### src/bccc_defs.vh
// Constants for the charge cycle sequencer: offsets, fields, resets, timing.
// Assumes a 10 MHz core clock and a 32-bit Avalon-MM register port.
`ifndef BCCC_DEFS_VH
`define BCCC_DEFS_VH

// ----------------------------------------------------------------------
// Register word offsets
// ----------------------------------------------------------------------
`define BCCC_OFS_CTRL      4'h0
`define BCCC_OFS_FAST      4'h1
`define BCCC_OFS_PRE       4'h2
`define BCCC_OFS_VOLT      4'h3
`define BCCC_OFS_TIMER     4'h4
`define BCCC_OFS_STATUS    4'h5

// ----------------------------------------------------------------------
// Control register fields
// ----------------------------------------------------------------------
`define BCCC_CTL_CHG_EN    0
`define BCCC_CTL_TERM_EN   1
`define BCCC_CTL_HALF_EN   2
`define BCCC_CTL_SW_OFF    3
`define BCCC_CTL_WARM_SEL  4
`define BCCC_CTL_COOL_SEL  5
`define BCCC_CTL_RECHG_SEL 6
`define BCCC_CTL_IND_LO    8
`define BCCC_CTL_IND_HI    9
`define BCCC_CTL_RESTORE   31
`define BCCC_RST_CTRL      10'h007

// ----------------------------------------------------------------------
// Reset values (currents and voltages in mA and mV)
// ----------------------------------------------------------------------
`define BCCC_RST_FAST      12'h800
`define BCCC_RST_PRE       12'h0b4
`define BCCC_RST_TERM      12'h0b4
`define BCCC_RST_SHORT     12'h064
`define BCCC_RST_CHARGE_VOLTAGE_SETTING      13'h1070
`define BCCC_WARM_CHARGE_VOLTAGE_SETTING     13'h1004
`define BCCC_RST_SAFE_H    4'ha
`define BCCC_RST_TOPOFF    2'h0

// ----------------------------------------------------------------------
// Phase and fault codes
// ----------------------------------------------------------------------
`define BCCC_PH_OFF        2'h0
`define BCCC_PH_PRE        2'h1
`define BCCC_PH_FAST       2'h2
`define BCCC_PH_DONE       2'h3
`define BCCC_FLT_NONE      2'h0
`define BCCC_FLT_SAFETY    2'h3

// ----------------------------------------------------------------------
// Timing
// ----------------------------------------------------------------------
`define BCCC_CLK_HZ        10000000
`define BCCC_TICK_S        1
`define BCCC_SEC_PER_HOUR  16'd3600
`define BCCC_SEC_PER_MIN   12'd60
`define BCCC_TOPOFF_STEP   12'd15
`define BCCC_SYNC_W        13

`endif

### src/bccc_ctrl.v
// Charge cycle sequencer: state machine, timers, register port, indicator.
// Assumes comparator and pin levels arrive asynchronously; Avalon master
// holds each request until it samples waitrequest low.
//
// Contract
// - Run a full charge cycle while enable bit is 1 and enable pin low.
// - Reset defaults: 4.208 V, 2.048 A fast, 180 mA pre/term, 10 h timer.
// - Start only with converter, enable, nonzero fast current, no faults, switch on.
// - Terminate on low current and high voltage, not during regulation.
// - Done battery below recharge threshold starts a new cycle.
// - Toggling enable pin or bit after done restarts charging.
// - Indicator low charging, high done/off, blinking fault; off when field 11.
// - Phase reads 00 off, 01 precharge, 10 fast, 11 done.
// - Interrupt once a charge cycle completes.
// - Current from battery voltage: short, precharge, fast with phases.
// - Regulation suspends termination and halves safety timer rate.
// - On completion open battery switch; close again for supplement.
// - Termination sets phase 11 and pulses interrupt.
// - Termination enable bit 0 inhibits termination.
// - Top-off timer after termination follows safety timer pause and slowdown.
// - Status bit shows top-off timer running.
// - Clear top-off timer on enable rise, termination rise, defaults restore.
// - Top-off setting latched at termination; later writes wait for recharge.
// - Interrupt at top-off start and at top-off expiry.
// - Charge only inside T1..T5 window; suspend outside until back.
// - Warm band regulates to programmed voltage or 4.1 V per select.
// - Cool band reduces current, selectable down to 20 percent of fast.
// - Safety timer expiry sets fault field 11 and interrupts.
// - Half-rate enable bit 0 stops safety timer slowing.
//
// The placing of the registers and the Avalon-MM interface to the registers were chosen for this implementation.
`timescale 1ns/10ps
`default_nettype none
`include "bccc_defs.vh"

module bccc_ctrl #(
  parameter TICK_CYCLES = `BCCC_TICK_S * `BCCC_CLK_HZ
) (
  // Clock and reset
  input  wire        core_clk_in,
  input  wire        reset_in,
  // Avalon-MM slave
  input  wire [3:0]  avs_address_in,
  input  wire        avs_read_in,
  input  wire        avs_write_in,
  input  wire [31:0] avs_writedata_in,
  output wire [31:0] avs_readdata_out,
  output wire        avs_waitrequest_out,
  // Asynchronous status pins and comparators
  input  wire        charge_enable_n_in,
  input  wire        temp_in_window_in,
  input  wire        temp_cool_in,
  input  wire        temp_warm_in,
  input  wire        bat_below_short_in,
  input  wire        bat_below_fast_in,
  input  wire        bat_above_rechg_in,
  input  wire        cur_below_term_in,
  input  wire        converter_running_in,
  input  wire        in_cur_reg_in,
  input  wire        in_volt_reg_in,
  input  wire        thermal_reg_in,
  input  wire        sys_below_bat_in,
  // Power stage control
  output wire [11:0] charge_current_ma_out,
  output wire [12:0] charge_voltage_mv_out,
  output wire        charging_out,
  output wire        battery_switch_out,
  output wire        recharge_threshold_select_out,
  output wire [11:0] term_current_ma_out,
  // Indicator pin (open drain) and host interrupt
  output wire        indicator_pin_out,
  output wire        indicator_pin_oe_out,
  output wire        host_irq_out
);

  // ----------------------------------------------------------------------
  // States
  // ----------------------------------------------------------------------
  localparam [4:0] ST_OFF  = 5'h01;
  localparam [4:0] ST_CHG  = 5'h02;
  localparam [4:0] ST_SUSP = 5'h04;
  localparam [4:0] ST_DONE = 5'h08;
  localparam [4:0] ST_FLT  = 5'h10;

  function [11:0] cool_current;
    input [11:0] fast;
    input        fifth;
    begin
      if (fifth)
        cool_current = fast / 12'd5;
      else
        cool_current = {1'b0, fast[11:1]};
    end
  endfunction

  // ----------------------------------------------------------------------
  // Input synchronisers: a change counts once stages two and three agree
  // ----------------------------------------------------------------------
  wire [`BCCC_SYNC_W-1:0] raw = {sys_below_bat_in, thermal_reg_in, in_volt_reg_in,
    in_cur_reg_in, converter_running_in, cur_below_term_in, bat_above_rechg_in,
    bat_below_fast_in, bat_below_short_in, temp_warm_in, temp_cool_in,
    temp_in_window_in, charge_enable_n_in};
  reg [`BCCC_SYNC_W-1:0] s1_q;
  reg [`BCCC_SYNC_W-1:0] s2_q;
  reg [`BCCC_SYNC_W-1:0] s3_q;
  reg [`BCCC_SYNC_W-1:0] pin_q;
  integer i;

  always @(posedge core_clk_in)
  begin
    if (reset_in)
    begin
      // Idle levels, so the enable pin shows no false edge after reset
      s1_q  <= 13'h0001;
      s2_q  <= 13'h0001;
      s3_q  <= 13'h0001;
      pin_q <= 13'h0001;
    end
    else
    begin
      s1_q <= raw;
      s2_q <= s1_q;
      s3_q <= s2_q;
      for (i = 0; i < `BCCC_SYNC_W; i = i + 1)
        if (s2_q[i] == s3_q[i])
          pin_q[i] <= s2_q[i];
    end
  end

  wire ce_n     = pin_q[0];
  wire temp_ok  = pin_q[1];
  wire cool     = pin_q[2];
  wire warm     = pin_q[3];
  wire bat_shrt = pin_q[4];
  wire bat_pre  = pin_q[5];
  wire bat_high = pin_q[6];
  wire cur_low  = pin_q[7];
  wire conv_on  = pin_q[8];
  wire in_reg   = pin_q[9] | pin_q[10] | pin_q[11];
  wire sys_low  = pin_q[12];

  // ----------------------------------------------------------------------
  // Register file and Avalon slave
  // ----------------------------------------------------------------------
  reg  [9:0]  ctrl_q;
  reg  [11:0] fast_q;
  reg  [11:0] pre_q;
  reg  [11:0] term_q;
  reg  [11:0] short_q;
  reg  [12:0] charge_voltage_setting_q;
  reg  [3:0]  safe_h_q;
  reg  [1:0]  topoff_set_q;
  reg         wait_q;
  reg  [31:0] rdata_q;
  reg         restore_q;
  reg  [4:0]  st_q;
  reg  [1:0]  phase_q;
  reg  [1:0]  fault_q;
  reg         topoff_run_q;
  wire        req    = avs_read_in | avs_write_in;
  wire        access = req & ~wait_q;
  wire        wr     = access & avs_write_in;

  always @(posedge core_clk_in)
  begin
    if (reset_in | restore_q)
    begin
      ctrl_q       <= `BCCC_RST_CTRL;
      fast_q       <= `BCCC_RST_FAST;
      pre_q        <= `BCCC_RST_PRE;
      term_q       <= `BCCC_RST_TERM;
      short_q      <= `BCCC_RST_SHORT;
      charge_voltage_setting_q       <= `BCCC_RST_CHARGE_VOLTAGE_SETTING;
      safe_h_q     <= `BCCC_RST_SAFE_H;
      topoff_set_q <= `BCCC_RST_TOPOFF;
    end
    else if (wr)
    begin
      case (avs_address_in)
        `BCCC_OFS_CTRL:  ctrl_q <= avs_writedata_in[9:0];
        `BCCC_OFS_FAST:  fast_q <= avs_writedata_in[11:0];
        `BCCC_OFS_PRE:
        begin
          pre_q  <= avs_writedata_in[11:0];
          term_q <= avs_writedata_in[27:16];
        end
        `BCCC_OFS_VOLT:
        begin
          short_q <= avs_writedata_in[11:0];
          charge_voltage_setting_q  <= avs_writedata_in[28:16];
        end
        `BCCC_OFS_TIMER:
        begin
          safe_h_q     <= avs_writedata_in[3:0];
          topoff_set_q <= avs_writedata_in[9:8];
        end
        default: ;
      endcase
    end
  end

  // Waitrequest drops for exactly one cycle per request
  always @(posedge core_clk_in)
  begin
    if (reset_in)
    begin
      wait_q    <= 1'b1;
      rdata_q   <= 32'h0;
      restore_q <= 1'b0;
    end
    else
    begin
      wait_q    <= ~(req & wait_q);
      restore_q <= wr & (avs_address_in == `BCCC_OFS_CTRL) &
                   avs_writedata_in[`BCCC_CTL_RESTORE];
      if (req & wait_q)
      begin
        case (avs_address_in)
          `BCCC_OFS_CTRL:   rdata_q <= {22'h0, ctrl_q};
          `BCCC_OFS_FAST:   rdata_q <= {20'h0, fast_q};
          `BCCC_OFS_PRE:    rdata_q <= {4'h0, term_q, 4'h0, pre_q};
          `BCCC_OFS_VOLT:   rdata_q <= {3'h0, charge_voltage_setting_q, 4'h0, short_q};
          `BCCC_OFS_TIMER:  rdata_q <= {22'h0, topoff_set_q, 4'h0, safe_h_q};
          `BCCC_OFS_STATUS: rdata_q <= {23'h0, topoff_run_q, 2'h0, fault_q,
                                        2'h0, phase_q};
          default:          rdata_q <= 32'h0;
        endcase
      end
      else
        rdata_q <= 32'h0;
    end
  end

  assign avs_readdata_out    = rdata_q;
  assign avs_waitrequest_out = wait_q;

  // ----------------------------------------------------------------------
  // Enable, start conditions, time base
  // ----------------------------------------------------------------------
  wire enable   = ctrl_q[`BCCC_CTL_CHG_EN] & ~ce_n;
  wire term_en  = ctrl_q[`BCCC_CTL_TERM_EN];
  wire half_en  = ctrl_q[`BCCC_CTL_HALF_EN];
  wire can_go   = conv_on & enable & (fast_q != 12'h0) & temp_ok &
                  ~ctrl_q[`BCCC_CTL_SW_OFF];
  reg  enable_q;
  reg  [31:0] tick_cnt_q;
  reg  tick_q;
  reg  half_ph_q;
  reg  blink_q;
  wire en_rise  = enable & ~enable_q;
  wire slow     = in_reg & half_en;
  wire step     = tick_q & (~slow | half_ph_q);

  always @(posedge core_clk_in)
  begin
    if (reset_in)
    begin
      enable_q   <= 1'b0;
      tick_cnt_q <= 32'h0;
      tick_q     <= 1'b0;
      half_ph_q  <= 1'b0;
      blink_q    <= 1'b0;
    end
    else
    begin
      enable_q <= enable;
      tick_q   <= (tick_cnt_q == TICK_CYCLES - 1);
      if (tick_cnt_q == TICK_CYCLES - 1)
      begin
        tick_cnt_q <= 32'h0;
        blink_q    <= ~blink_q;
      end
      else
        tick_cnt_q <= tick_cnt_q + 32'h1;
      if (tick_q)
        half_ph_q <= ~half_ph_q;
    end
  end

  // ----------------------------------------------------------------------
  // Charge state machine and timers
  // ----------------------------------------------------------------------
  reg  [15:0] safe_cnt_q;
  reg  [11:0] top_cnt_q;
  reg  [1:0]  top_lat_q;
  reg         irq_q;
  wire [15:0] safe_lim = {12'h0, safe_h_q} * `BCCC_SEC_PER_HOUR;
  wire [11:0] top_lim  = {10'h0, top_lat_q} * `BCCC_TOPOFF_STEP * `BCCC_SEC_PER_MIN;
  wire        term_hit = cur_low & bat_high & ~in_reg & term_en;

  always @(posedge core_clk_in)
  begin
    if (reset_in)
    begin
      st_q         <= ST_OFF;
      fault_q      <= `BCCC_FLT_NONE;
      safe_cnt_q   <= 16'h0;
      top_cnt_q    <= 12'h0;
      top_lat_q    <= 2'h0;
      topoff_run_q <= 1'b0;
      irq_q        <= 1'b0;
    end
    else
    begin
      irq_q <= 1'b0;
      if (en_rise | restore_q)
      begin
        top_cnt_q    <= 12'h0;
        topoff_run_q <= 1'b0;
      end
      case (st_q)
        ST_OFF:
        begin
          safe_cnt_q <= 16'h0;
          if (can_go & (fault_q == `BCCC_FLT_NONE))
            st_q <= ST_CHG;
        end
        ST_CHG:
        begin
          if (~enable | ~conv_on | ctrl_q[`BCCC_CTL_SW_OFF])
            st_q <= ST_OFF;
          else if (~temp_ok)
            st_q <= ST_SUSP;
          else if (term_hit)
          begin
            st_q      <= ST_DONE;
            irq_q     <= 1'b1;
            top_lat_q <= topoff_set_q;
            top_cnt_q <= 12'h0;
            topoff_run_q <= (topoff_set_q != 2'h0);
          end
          else if ((safe_h_q != 4'h0) & (safe_cnt_q >= safe_lim))
          begin
            st_q    <= ST_FLT;
            fault_q <= `BCCC_FLT_SAFETY;
            irq_q   <= 1'b1;
          end
          else if (step)
            safe_cnt_q <= safe_cnt_q + 16'h1;
        end
        ST_SUSP:
        begin
          if (~enable)
            st_q <= ST_OFF;
          else if (temp_ok)
            st_q <= ST_CHG;
        end
        ST_DONE:
        begin
          if (en_rise)
            st_q <= ST_CHG;
          else if (~enable)
            st_q <= ST_OFF;
          else if (~bat_high)
          begin
            st_q         <= ST_OFF;
            topoff_run_q <= 1'b0;
          end
          else if (topoff_run_q & temp_ok & step)
          begin
            if (top_cnt_q >= top_lim - 12'h1)
            begin
              topoff_run_q <= 1'b0;
              irq_q        <= 1'b1;
            end
            else
              top_cnt_q <= top_cnt_q + 12'h1;
          end
        end
        ST_FLT:
        begin
          if (en_rise)
          begin
            fault_q <= `BCCC_FLT_NONE;
            st_q    <= ST_OFF;
          end
        end
        default: st_q <= ST_OFF;
      endcase
    end
  end

  // ----------------------------------------------------------------------
  // Registered outputs: phase, current, voltage, switch, indicator
  // ----------------------------------------------------------------------
  reg  [11:0] cur_q;
  reg  [12:0] volt_q;
  reg         chg_q;
  reg         sw_q;
  reg         ind_oe_q;
  wire        charging = (st_q == ST_CHG);
  wire [11:0] fast_eff = cool ? cool_current(fast_q, ctrl_q[`BCCC_CTL_COOL_SEL])
                              : fast_q;

  always @(posedge core_clk_in)
  begin
    if (reset_in)
    begin
      phase_q  <= `BCCC_PH_OFF;
      cur_q    <= 12'h0;
      volt_q   <= `BCCC_RST_CHARGE_VOLTAGE_SETTING;
      chg_q    <= 1'b0;
      sw_q     <= 1'b1;
      ind_oe_q <= 1'b0;
    end
    else
    begin
      // Drops with the switch, not a cycle after it
      chg_q <= charging & ~ctrl_q[`BCCC_CTL_SW_OFF];
      if (st_q == ST_DONE)
        phase_q <= `BCCC_PH_DONE;
      else if (charging | (st_q == ST_SUSP))
        phase_q <= bat_pre ? `BCCC_PH_PRE : `BCCC_PH_FAST;
      else
        phase_q <= `BCCC_PH_OFF;
      if (~charging)
        cur_q <= 12'h0;
      else if (bat_shrt)
        cur_q <= short_q;
      else if (bat_pre)
        cur_q <= pre_q;
      else
        cur_q <= fast_eff;
      volt_q <= (warm & ctrl_q[`BCCC_CTL_WARM_SEL]) ? `BCCC_WARM_CHARGE_VOLTAGE_SETTING : charge_voltage_setting_q;
      // Done opens the switch but supplement mode may reclose it
      sw_q <= ~ctrl_q[`BCCC_CTL_SW_OFF] & ((st_q != ST_DONE) | sys_low);
      if (ctrl_q[`BCCC_CTL_IND_HI:`BCCC_CTL_IND_LO] == 2'h3)
        ind_oe_q <= 1'b0;
      else if ((st_q == ST_FLT) | (st_q == ST_SUSP))
        ind_oe_q <= blink_q;
      else
        ind_oe_q <= charging;
    end
  end

  assign charge_current_ma_out         = cur_q;
  assign charge_voltage_mv_out         = volt_q;
  assign charging_out                  = chg_q;
  assign battery_switch_out            = sw_q;
  assign recharge_threshold_select_out = ctrl_q[`BCCC_CTL_RECHG_SEL];
  assign term_current_ma_out           = term_q;
  assign indicator_pin_out             = 1'b0;
  assign indicator_pin_oe_out          = ind_oe_q;
  assign host_irq_out                  = irq_q;

endmodule
`default_nettype wire

### config.mk
export PLATFORM = sky130hd
export DESIGN_NAME = bccc_ctrl
export DESIGN_NICKNAME = d
export VERILOG_FILES = /design/src/bccc_ctrl.v
export VERILOG_INCLUDE_DIRS = /design/src /design/src/src
export SDC_FILE = /design/constraint.sdc
export NUM_CORES = 1
export LEC_CHECK = 0
export BUFFER_PORTS_ARGS = -buffer_cell sky130_fd_sc_hd__buf_2
export CAP_MARGIN = 5
export CORE_ASPECT_RATIO = 0.75
export CORE_MARGIN = 2
export CORE_UTILIZATION = 55
export CTS_CLUSTER_SIZE = 25
export DETAILED_ROUTE_END_ITERATION = 10
export GPL_TIMING_DRIVEN = 0
export PLACE_DENSITY = 0.8
export SETUP_SLACK_MARGIN = 0.02
export SLEW_MARGIN = 0
export SYNTH_ARGS = -nofsm -noshare
export SYNTH_HDL_FRONTEND = slang
export SYNTH_SLANG_ARGS = --single-unit
### constraint.sdc
create_clock -name core_clk_in -period 7.36 [get_ports core_clk_in]
set_clock_uncertainty 0.2 [all_clocks]
set_input_delay 2.208 -clock core_clk_in [delete_from_list [all_inputs] [get_ports core_clk_in]]
set_output_delay 2.208 -clock core_clk_in [all_outputs]
set_load 0.1 [all_outputs]
==> flow_metrics.env, run 1 <==
export IMPL_worst_pin_slew_ns=1.076
export IMPL_switching_share_pct=25.67
export IMPL_drive_gt1_share_pct=13.14
export IMPL_core_area_um2=21990
export IMPL_finalWeightedCongestion=0.9476
export IMPL_dieArea_um2=23620
export IMPL_clk_path_buf_depth=3
export IMPL_final_min_clock_period_ns=4.810
export IMPL_wirelength_um=35000
export IMPL_crit_start="safe_h_q[1]"
export IMPL_ys_seq_area_share_pct=42.26
export IMPL_criticalPathCategory="reg2reg"
export IMPL_path_max_fanout=10
export IMPL_grt_first_pass_wirelength_um=55720
export IMPL_r2r_start="safe_h_q[1]"
export IMPL_die_h_um=133.6
export IMPL_via_per_inst=6.035
export IMPL_critical_path_arrival_ns=5.08
export IMPL_yosysWarnings=0
export IMPL_drt_iter0_markers=1470
export IMPL_cp_required_ns=7.63
export IMPL_cts_sinks=260
export IMPL_regArea_um2=5205
export IMPL_dp_hpwl_um=25510
export IMPL_max_freq_mhz=207.9
export IMPL_leakage_nw=5.456
export IMPL_tns_ns=0
export IMPL_grt_antenna_before_repair=2
export IMPL_cts_resized=0
export IMPL_route_detailed_drc=0
export IMPL_final_max_slew_violation_count=0
export IMPL_min_path_type="reg2reg"
export IMPL_grt_ovfl_total=0
export IMPL_cp_endpoint="safe_cnt_q[1]"
export IMPL_reg2regPathDepth=17
export IMPL_status="completed"
export IMPL_syn_area_um2=12320
export IMPL_rows=47
export IMPL_ys_async_sr_fraction_pct=0
export IMPL_synth_seq_cells=260
export IMPL_internal_power_w=0.002278
export IMPL_seqPwrFrac_pct=47.1
export IMPL_ant_nets=0
export IMPL_hold_violations=0
export IMPL_synthCells=1492
export IMPL_hold_path_depth=1
export IMPL_min_delay_start="s1_q[0]"
export IMPL_nNetsFinal=1739
export IMPL_nFillCells=1887
export IMPL_cts_buffers=25
export IMPL_track_usage_pct=29.15
export IMPL_path_clk_slew_ns=0.07
export IMPL_io_pins=129
export IMPL_ctsHoldBuffers=0
export IMPL_peakVddDrop_mv=0.1660
export IMPL_powerDensity_nw_per_um2=216.5
export IMPL_timing_hold_ws_ns=0.2275
export IMPL_start_kind="flop"
export IMPL_fin_util_pct=64.37
export IMPL_num_antenna_cells=0
export IMPL_area_growth_pct=14.95
export IMPL_vias=11790
export IMPL_setup_viol=0
export IMPL_start_util_pct=56.00
export IMPL_htree_levels=1
export IMPL_drtPass1Iterations=7
export IMPL_avgSynthCellArea_um2=8.254
export IMPL_cts_setup_buffers=0
export IMPL_grt_pass1_vias=10810
export IMPL_io_buffers=113
export IMPL_cts_tree="done"
export IMPL_p_switching_w=0.0007870
export IMPL_cp_end_kind="flop"
export IMPL_cts_root_buf="clkbuf_16"
export IMPL_r2r_slack_ns=2.55
export IMPL_fp_dieW_um=176.8
export IMPL_reg2reg_to="safe_cnt_q[1]"
export IMPL_cap_violations=0
export IMPL_synth_edff_count=0
export IMPL_clockPowerShare_pct=44.2
export IMPL_synth_distinct_cells=89
export IMPL_total_power_w=0.003065
export IMPL_multi_input_area_um2=6569
export IMPL_period_share_pct=65.36
export IMPL_slew_limit_headroom_pct=28.26
export IMPL_rsz0062_at_grt="false"
export IMPL_power_frac_comb_pct=8.7
export IMPL_synth_ff_type="dfxtp_1"
export IMPL_wl_per_cell_um=17.92
export IMPL_insertion_delay_ns=0.54
export IMPL_grt_max_degree=17
## synthesized netlist by cell type (8+ instances only)
cell type    n  area (um^2)
clkbuf_1    64        240.2
or4_1        8        60.06
a31oi_1     15        93.84
nor2_1     121        454.2
buf_2       10        50.05
o21ai_0     48        240.2
buf_4       11        82.58
dfxtp_1    260         5205
o31ai_1      8        60.06
a21o_1       8        60.06
a21oi_1    140        700.7
nor3b_1      9        67.56
nor2b_1     45        281.5
ha_1        43        538.0
nand2_1    241        904.6
and3_1      18        112.6
nand3_1     63        315.3
or3_1       17        106.4
nand2b_1    16        100.1
and2_1      17        106.4
o211ai_1    12        90.09
o2111ai_1    8        70.07
nor4_1      13        81.33
inv_1       37        138.9
xnor2_1     15        131.4
or2_2       11        68.82
a211oi_1    11        82.58
nor3_1      29        145.1
a22oi_1     37        277.8
xor2_1      25        219.0
## how the worst min path moves through the flow
stage,end,slack (ns)
2_1_floorplan,s2_q[0],0.19
6_report,s2_q[0],0.23
3_5_place_dp,s2_q[0],0.22
5_1_grt,s2_q[0],0.23
3_3_place_gp,s2_q[0],0.20
4_1_cts,s2_q[0],0.23
## worst max-delay path: stages (launching register included)
cell      delay (ns)
dfxtp_1         0.56
fa_1            0.48
ha_1            0.33
inv_1           0.06
fa_1            0.45
inv_1           0.07
a21o_1          0.10
a21oi_1         0.07
xor2_1          0.20
ha_1            0.28
nor2b_1         0.13
o21ai_0         0.14
o21ai_0         0.16
nor3_1          0.43
o21ai_1         0.28
clkbuf_1        0.32
or3_1           0.35
a21oi_1         0.13
## stage by stage
stage	area [um^2]	setup slack, ns	cells
after detailed placement	13280	2.670	1907
after global routing	14160	2.187	1953
after floorplan	12350	3.254	1500
after CTS	14160	2.620	1953
after global placement	13280	2.724	1907
final	14160	2.550	1953
## cells in the final DEF (no fill, tap or decap), types with 16 or more instances in the layout
cell type,netlist,routed
nand3_1,63,63
clkbuf_16,0,25
nor3_1,29,29
or3_1,17,17
ha_1,43,43
a21oi_1,140,140
and2_1,17,17
nand2b_1,16,16
nor2_1,121,121
nand2_1,241,241
o21ai_0,48,48
dfxtp_1,260,260
inv_1,37,37
nor2b_1,45,45
clkbuf_1,64,67
buf_2,10,123
xor2_1,25,25
and3_1,18,18
a22oi_1,37,37
## final cells by class
cell class / count / share of cell area, %
buffer: 93 / 3.005
clock buffer: 32 / 4.887
clock inverter: 14 / 1.317
inverter: 39 / 1.034
multi-input combinational: 1108 / 46.40
sequential: 260 / 36.77
tap: 294 / 2.598
timing repair buffer: 113 / 3.995
## power by group through the flow
stage	clock [W]	sequential, W	combinational [W]
floorplan	0	0.00149	0.000160
global placement	0	0.00147	0.000251
detailed placement	0	0.00148	0.000256
CTS	0.00137	0.00144	0.000260
global route	0.00143	0.00145	0.000289
finish	0.00135	0.00144	0.000266
## layer usage
layer	global-route usage, %	up-vias	part of all wire, %
met2	43.06	693	42
li1	-	5538	-
met3	7.363	82	12
met4	8.310	2	2.4
met5	0	-	0.031
met1	42.05	5472	43
## cells by family after synthesis
group | synth area share (%)
AND/OR/NAND/NOR | 25.50
XOR/XNOR | 2.845
flip-flops | 42.26
AO/OA/AOI/OAI | 19.37
other | 0.03045
buffers and inverters | 4.643
multiplexers | 0.4877
adder cells (fa/ha/maj) | 4.856
## sequential cells by signal, summed over array words and instances, names as in the netlist, 4 cells and up
register,cells
charge_voltage_mv_out,13
s2_q,13
top_cnt_q,12
short_q,12
safe_cnt_q,16
avs_readdata_out,25
tick_cnt_q,32
fast_q,12
ctrl_q,10
s1_q,13
term_current_ma_out,12
pin_q,13
st_q,5
pre_q,12
s3_q,13
safe_h_q,4
charge_current_ma_out,12
charge_voltage_setting_q,13
No activity file was read; power rests on OpenSTA's default activity.
==> run 2: changes to the inputs <==
--- a/config.mk
+++ b/config.mk
@@ -10,11 +10,11 @@
 export CAP_MARGIN = 5
 export CORE_ASPECT_RATIO = 0.75
 export CORE_MARGIN = 2
-export CORE_UTILIZATION = 55
+export CORE_UTILIZATION = 53
 export CTS_CLUSTER_SIZE = 25
 export DETAILED_ROUTE_END_ITERATION = 10
 export GPL_TIMING_DRIVEN = 0
-export PLACE_DENSITY = 0.8
+export PLACE_DENSITY = 0.81
 export SETUP_SLACK_MARGIN = 0.02
 export SLEW_MARGIN = 0
 export SYNTH_ARGS = -nofsm -noshare
==> constraint.sdc (replaced) <==
create_clock -name core_clk_in -period 4.3 [get_ports core_clk_in]
set_clock_uncertainty 0.2 [all_clocks]
set_input_delay 1.29 -clock core_clk_in [delete_from_list [all_inputs] [get_ports core_clk_in]]
set_output_delay 1.29 -clock core_clk_in [all_outputs]
set_load 0.1 [all_outputs]
==> flow_metrics.env, run 2 (synthesis gave the netlist of run 1 again) <==
export IMPL_ctsHoldBuffers=0
export IMPL_reg2regPathDepth=17
export IMPL_final_min_clock_period_ns=4.231
export IMPL_slew_limit_headroom_pct=27.73
export IMPL_cts_buffers=25
export IMPL_leakage_nw=5.543
export IMPL_final_max_slew_violation_count=0
export IMPL_finalWeightedCongestion=0.9564
export IMPL_grt_max_degree=16
export IMPL_cp_endpoint="safe_cnt_q[14]"
export IMPL_dieArea_um2=24490
export IMPL_rows=48
export IMPL_seqPwrFrac_pct=46.4
export IMPL_crit_chain="fa_1 > ha_4 > inv_2 > fa_2 > inv_2 > a21o_1 > a21oi_2 > xor2_1 > ha_1 > nor2b_1 > o21ai_1 > o21ai_2 > nor3_2 > buf_4 > o211ai_1 > or4_1 > a21oi_1"
export IMPL_core_area_um2=22940
export IMPL_grt_pass1_vias=10950
export IMPL_cts_tree="done"
export IMPL_path_max_fanout=6
export IMPL_vias=11840
export IMPL_start_util_pct=53.68
export IMPL_max_freq_mhz=236.4
export IMPL_min_path_type="reg2reg"
export IMPL_status="completed"
export IMPL_path_clk_slew_ns=0.07
export IMPL_power_frac_comb_pct=9.5
export IMPL_cts_sinks=260
export IMPL_r2r_slack_ns=0.07
export IMPL_layout_commonest_cell="dfxtp_1"
export IMPL_fp_dieW_um=180.0
export IMPL_crit_family="adder cells"
export IMPL_cp_end_kind="flop"
export IMPL_io_pins=129
export IMPL_crit_start="safe_h_q[1]"
export IMPL_peakVddDrop_mv=0.3307
export IMPL_max_stage_delay_ns=0.60
export IMPL_start_kind="flop"
export IMPL_timing_hold_ws_ns=0.2290
export IMPL_ant_nets=0
export IMPL_drtPass1Iterations=6
export IMPL_clockPowerShare_pct=44.1
export IMPL_nFillCells=1932
export IMPL_worst_pin_slew_ns=1.082
export IMPL_track_usage_pct=28.09
export IMPL_switching_share_pct=25.77
export IMPL_num_antenna_cells=0
export IMPL_p_switching_w=0.001371
export IMPL_critical_path_arrival_ns=4.50
export IMPL_clk_path_buf_depth=3
export IMPL_critPathMostFrequentCell="inv_2"
export IMPL_slowest_stage="or4_1"
export IMPL_powerDensity_nw_per_um2=369.6
export IMPL_wirelength_um=35780
export IMPL_nNetsFinal=1751
export IMPL_largest_register="tick_cnt_q"
export IMPL_period_share_pct=98.39
export IMPL_internal_power_w=0.003951
export IMPL_cp_depth=17
export IMPL_grt_antenna_before_repair=0
export IMPL_grt_ovfl_total=0
export IMPL_cp_required_ns=4.57
export IMPL_multi_input_area_um2=6689
export IMPL_r2r_start="safe_h_q[1]"
export IMPL_largest_register_ffs=32
export IMPL_regArea_um2=5216
export IMPL_via_per_inst=6.005
export IMPL_io_buffers=113
export IMPL_path_buf_inv=3
export IMPL_dp_hpwl_um=25670
export IMPL_rsz0062_at_grt="true"
export IMPL_htree_levels=1
export IMPL_cap_violations=0
export IMPL_grt_first_pass_wirelength_um=56300
export IMPL_wl_per_cell_um=18.15
export IMPL_final_cell_mix="257 x dfxtp_1, 241 x nand2_1, 137 x a21oi_1"
export IMPL_drt_iter0_markers=1269
export IMPL_cts_root_buf="clkbuf_16"
export IMPL_area_growth_pct=16.92
export IMPL_die_h_um=136.0
export IMPL_drive_gt1_share_pct=15.26
export IMPL_reg2reg_to="safe_cnt_q[14]"
export IMPL_hold_violations=0
export IMPL_tns_ns=0
export IMPL_setup_viol=0
export IMPL_route_detailed_drc=0
export IMPL_insertion_delay_ns=0.55
export IMPL_criticalPathCategory="reg2reg"
-- run 2: power groups by stage --
| stage | Clock [W] | Combinational, W | Sequential, W |
|---|---|---|---|
| 4_1_cts | 0.00236 | 0.000467 | 0.00247 |
| 2_1_floorplan | 0 | 0.000274 | 0.00255 |
| 5_1_grt | 0.00246 | 0.000536 | 0.00247 |
| 3_5_place_dp | 0 | 0.000436 | 0.00252 |
| 6_report | 0.00235 | 0.000503 | 0.00247 |
| 3_3_place_gp | 0 | 0.000431 | 0.00252 |
-- run 2: area by class of cell --
type                            instances  area share, %
Multi-Input combinational cell       1108          46.45
Sequential cell                       260          36.23
Clock buffer                           33          4.901
Timing Repair Buffer                  125          4.553
Buffer                                 93          3.024
Tap cell                              300          2.607
Clock inverter                         13          1.217
Inverter                               39          1.017
-- run 2: how the worst min path moves through the flow --
stage / slack [ns] / endpoint / start / cells after the start
after global routing: 0.26 / s2_q[12] / s1_q[12] / 1
after floorplan: 0.19 / s2_q[0] / s1_q[0] / 1
after global placement: 0.22 / s2_q[0] / s1_q[0] / 1
after detailed placement: 0.22 / s2_q[0] / s1_q[0] / 1
after CTS: 0.23 / s2_q[0] / s1_q[0] / 1
final: 0.23 / s2_q[0] / s1_q[0] / 1
-- run 2: timing repair --
action                     CTS  global route
setup buffers                2             9
resized for setup           11            23
gates cloned                 0             1
pin swaps                    1            19
setup endpoints to repair   15            20
-- run 2: per-stage QoR --
step	worst slack (ns)	area [um^2]	cells	total power, W	util (%)
3_5_place_dp	-0.4376	13290	1913	0.002961	57.91
6_report	0.06940	14400	1971	0.005322	62.76
4_1_cts	0.04239	14210	1961	0.005300	61.95
3_3_place_gp	-0.3225	13290	1913	0.002953	57.91
2_1_floorplan	0.1937	12350	1500	0.002824	-
5_1_grt	-0.1423	14400	1971	0.005465	62.76
-- run 2: per-layer routing --
metal | vias up | track usage [%] | routed length, um
met1 | 5562 | 39.25 | 15580
met2 | 593 | 42.64 | 15280
li1 | 5588 | - | -
met4 | 0 | 8.020 | 951
met5 | - | 0 | 0
met3 | 92 | 7.795 | 3968
-- run 2: worst register-to-register path, delay by kind of cell (launching register included) --
family	cells	cell delay (ns)
buf+inv	3	0.25
flops	1	0.42
fa+ha+maj	4	1.47
xor+xnor	1	0.17
simple gates	3	0.91
compound gates	6	0.74
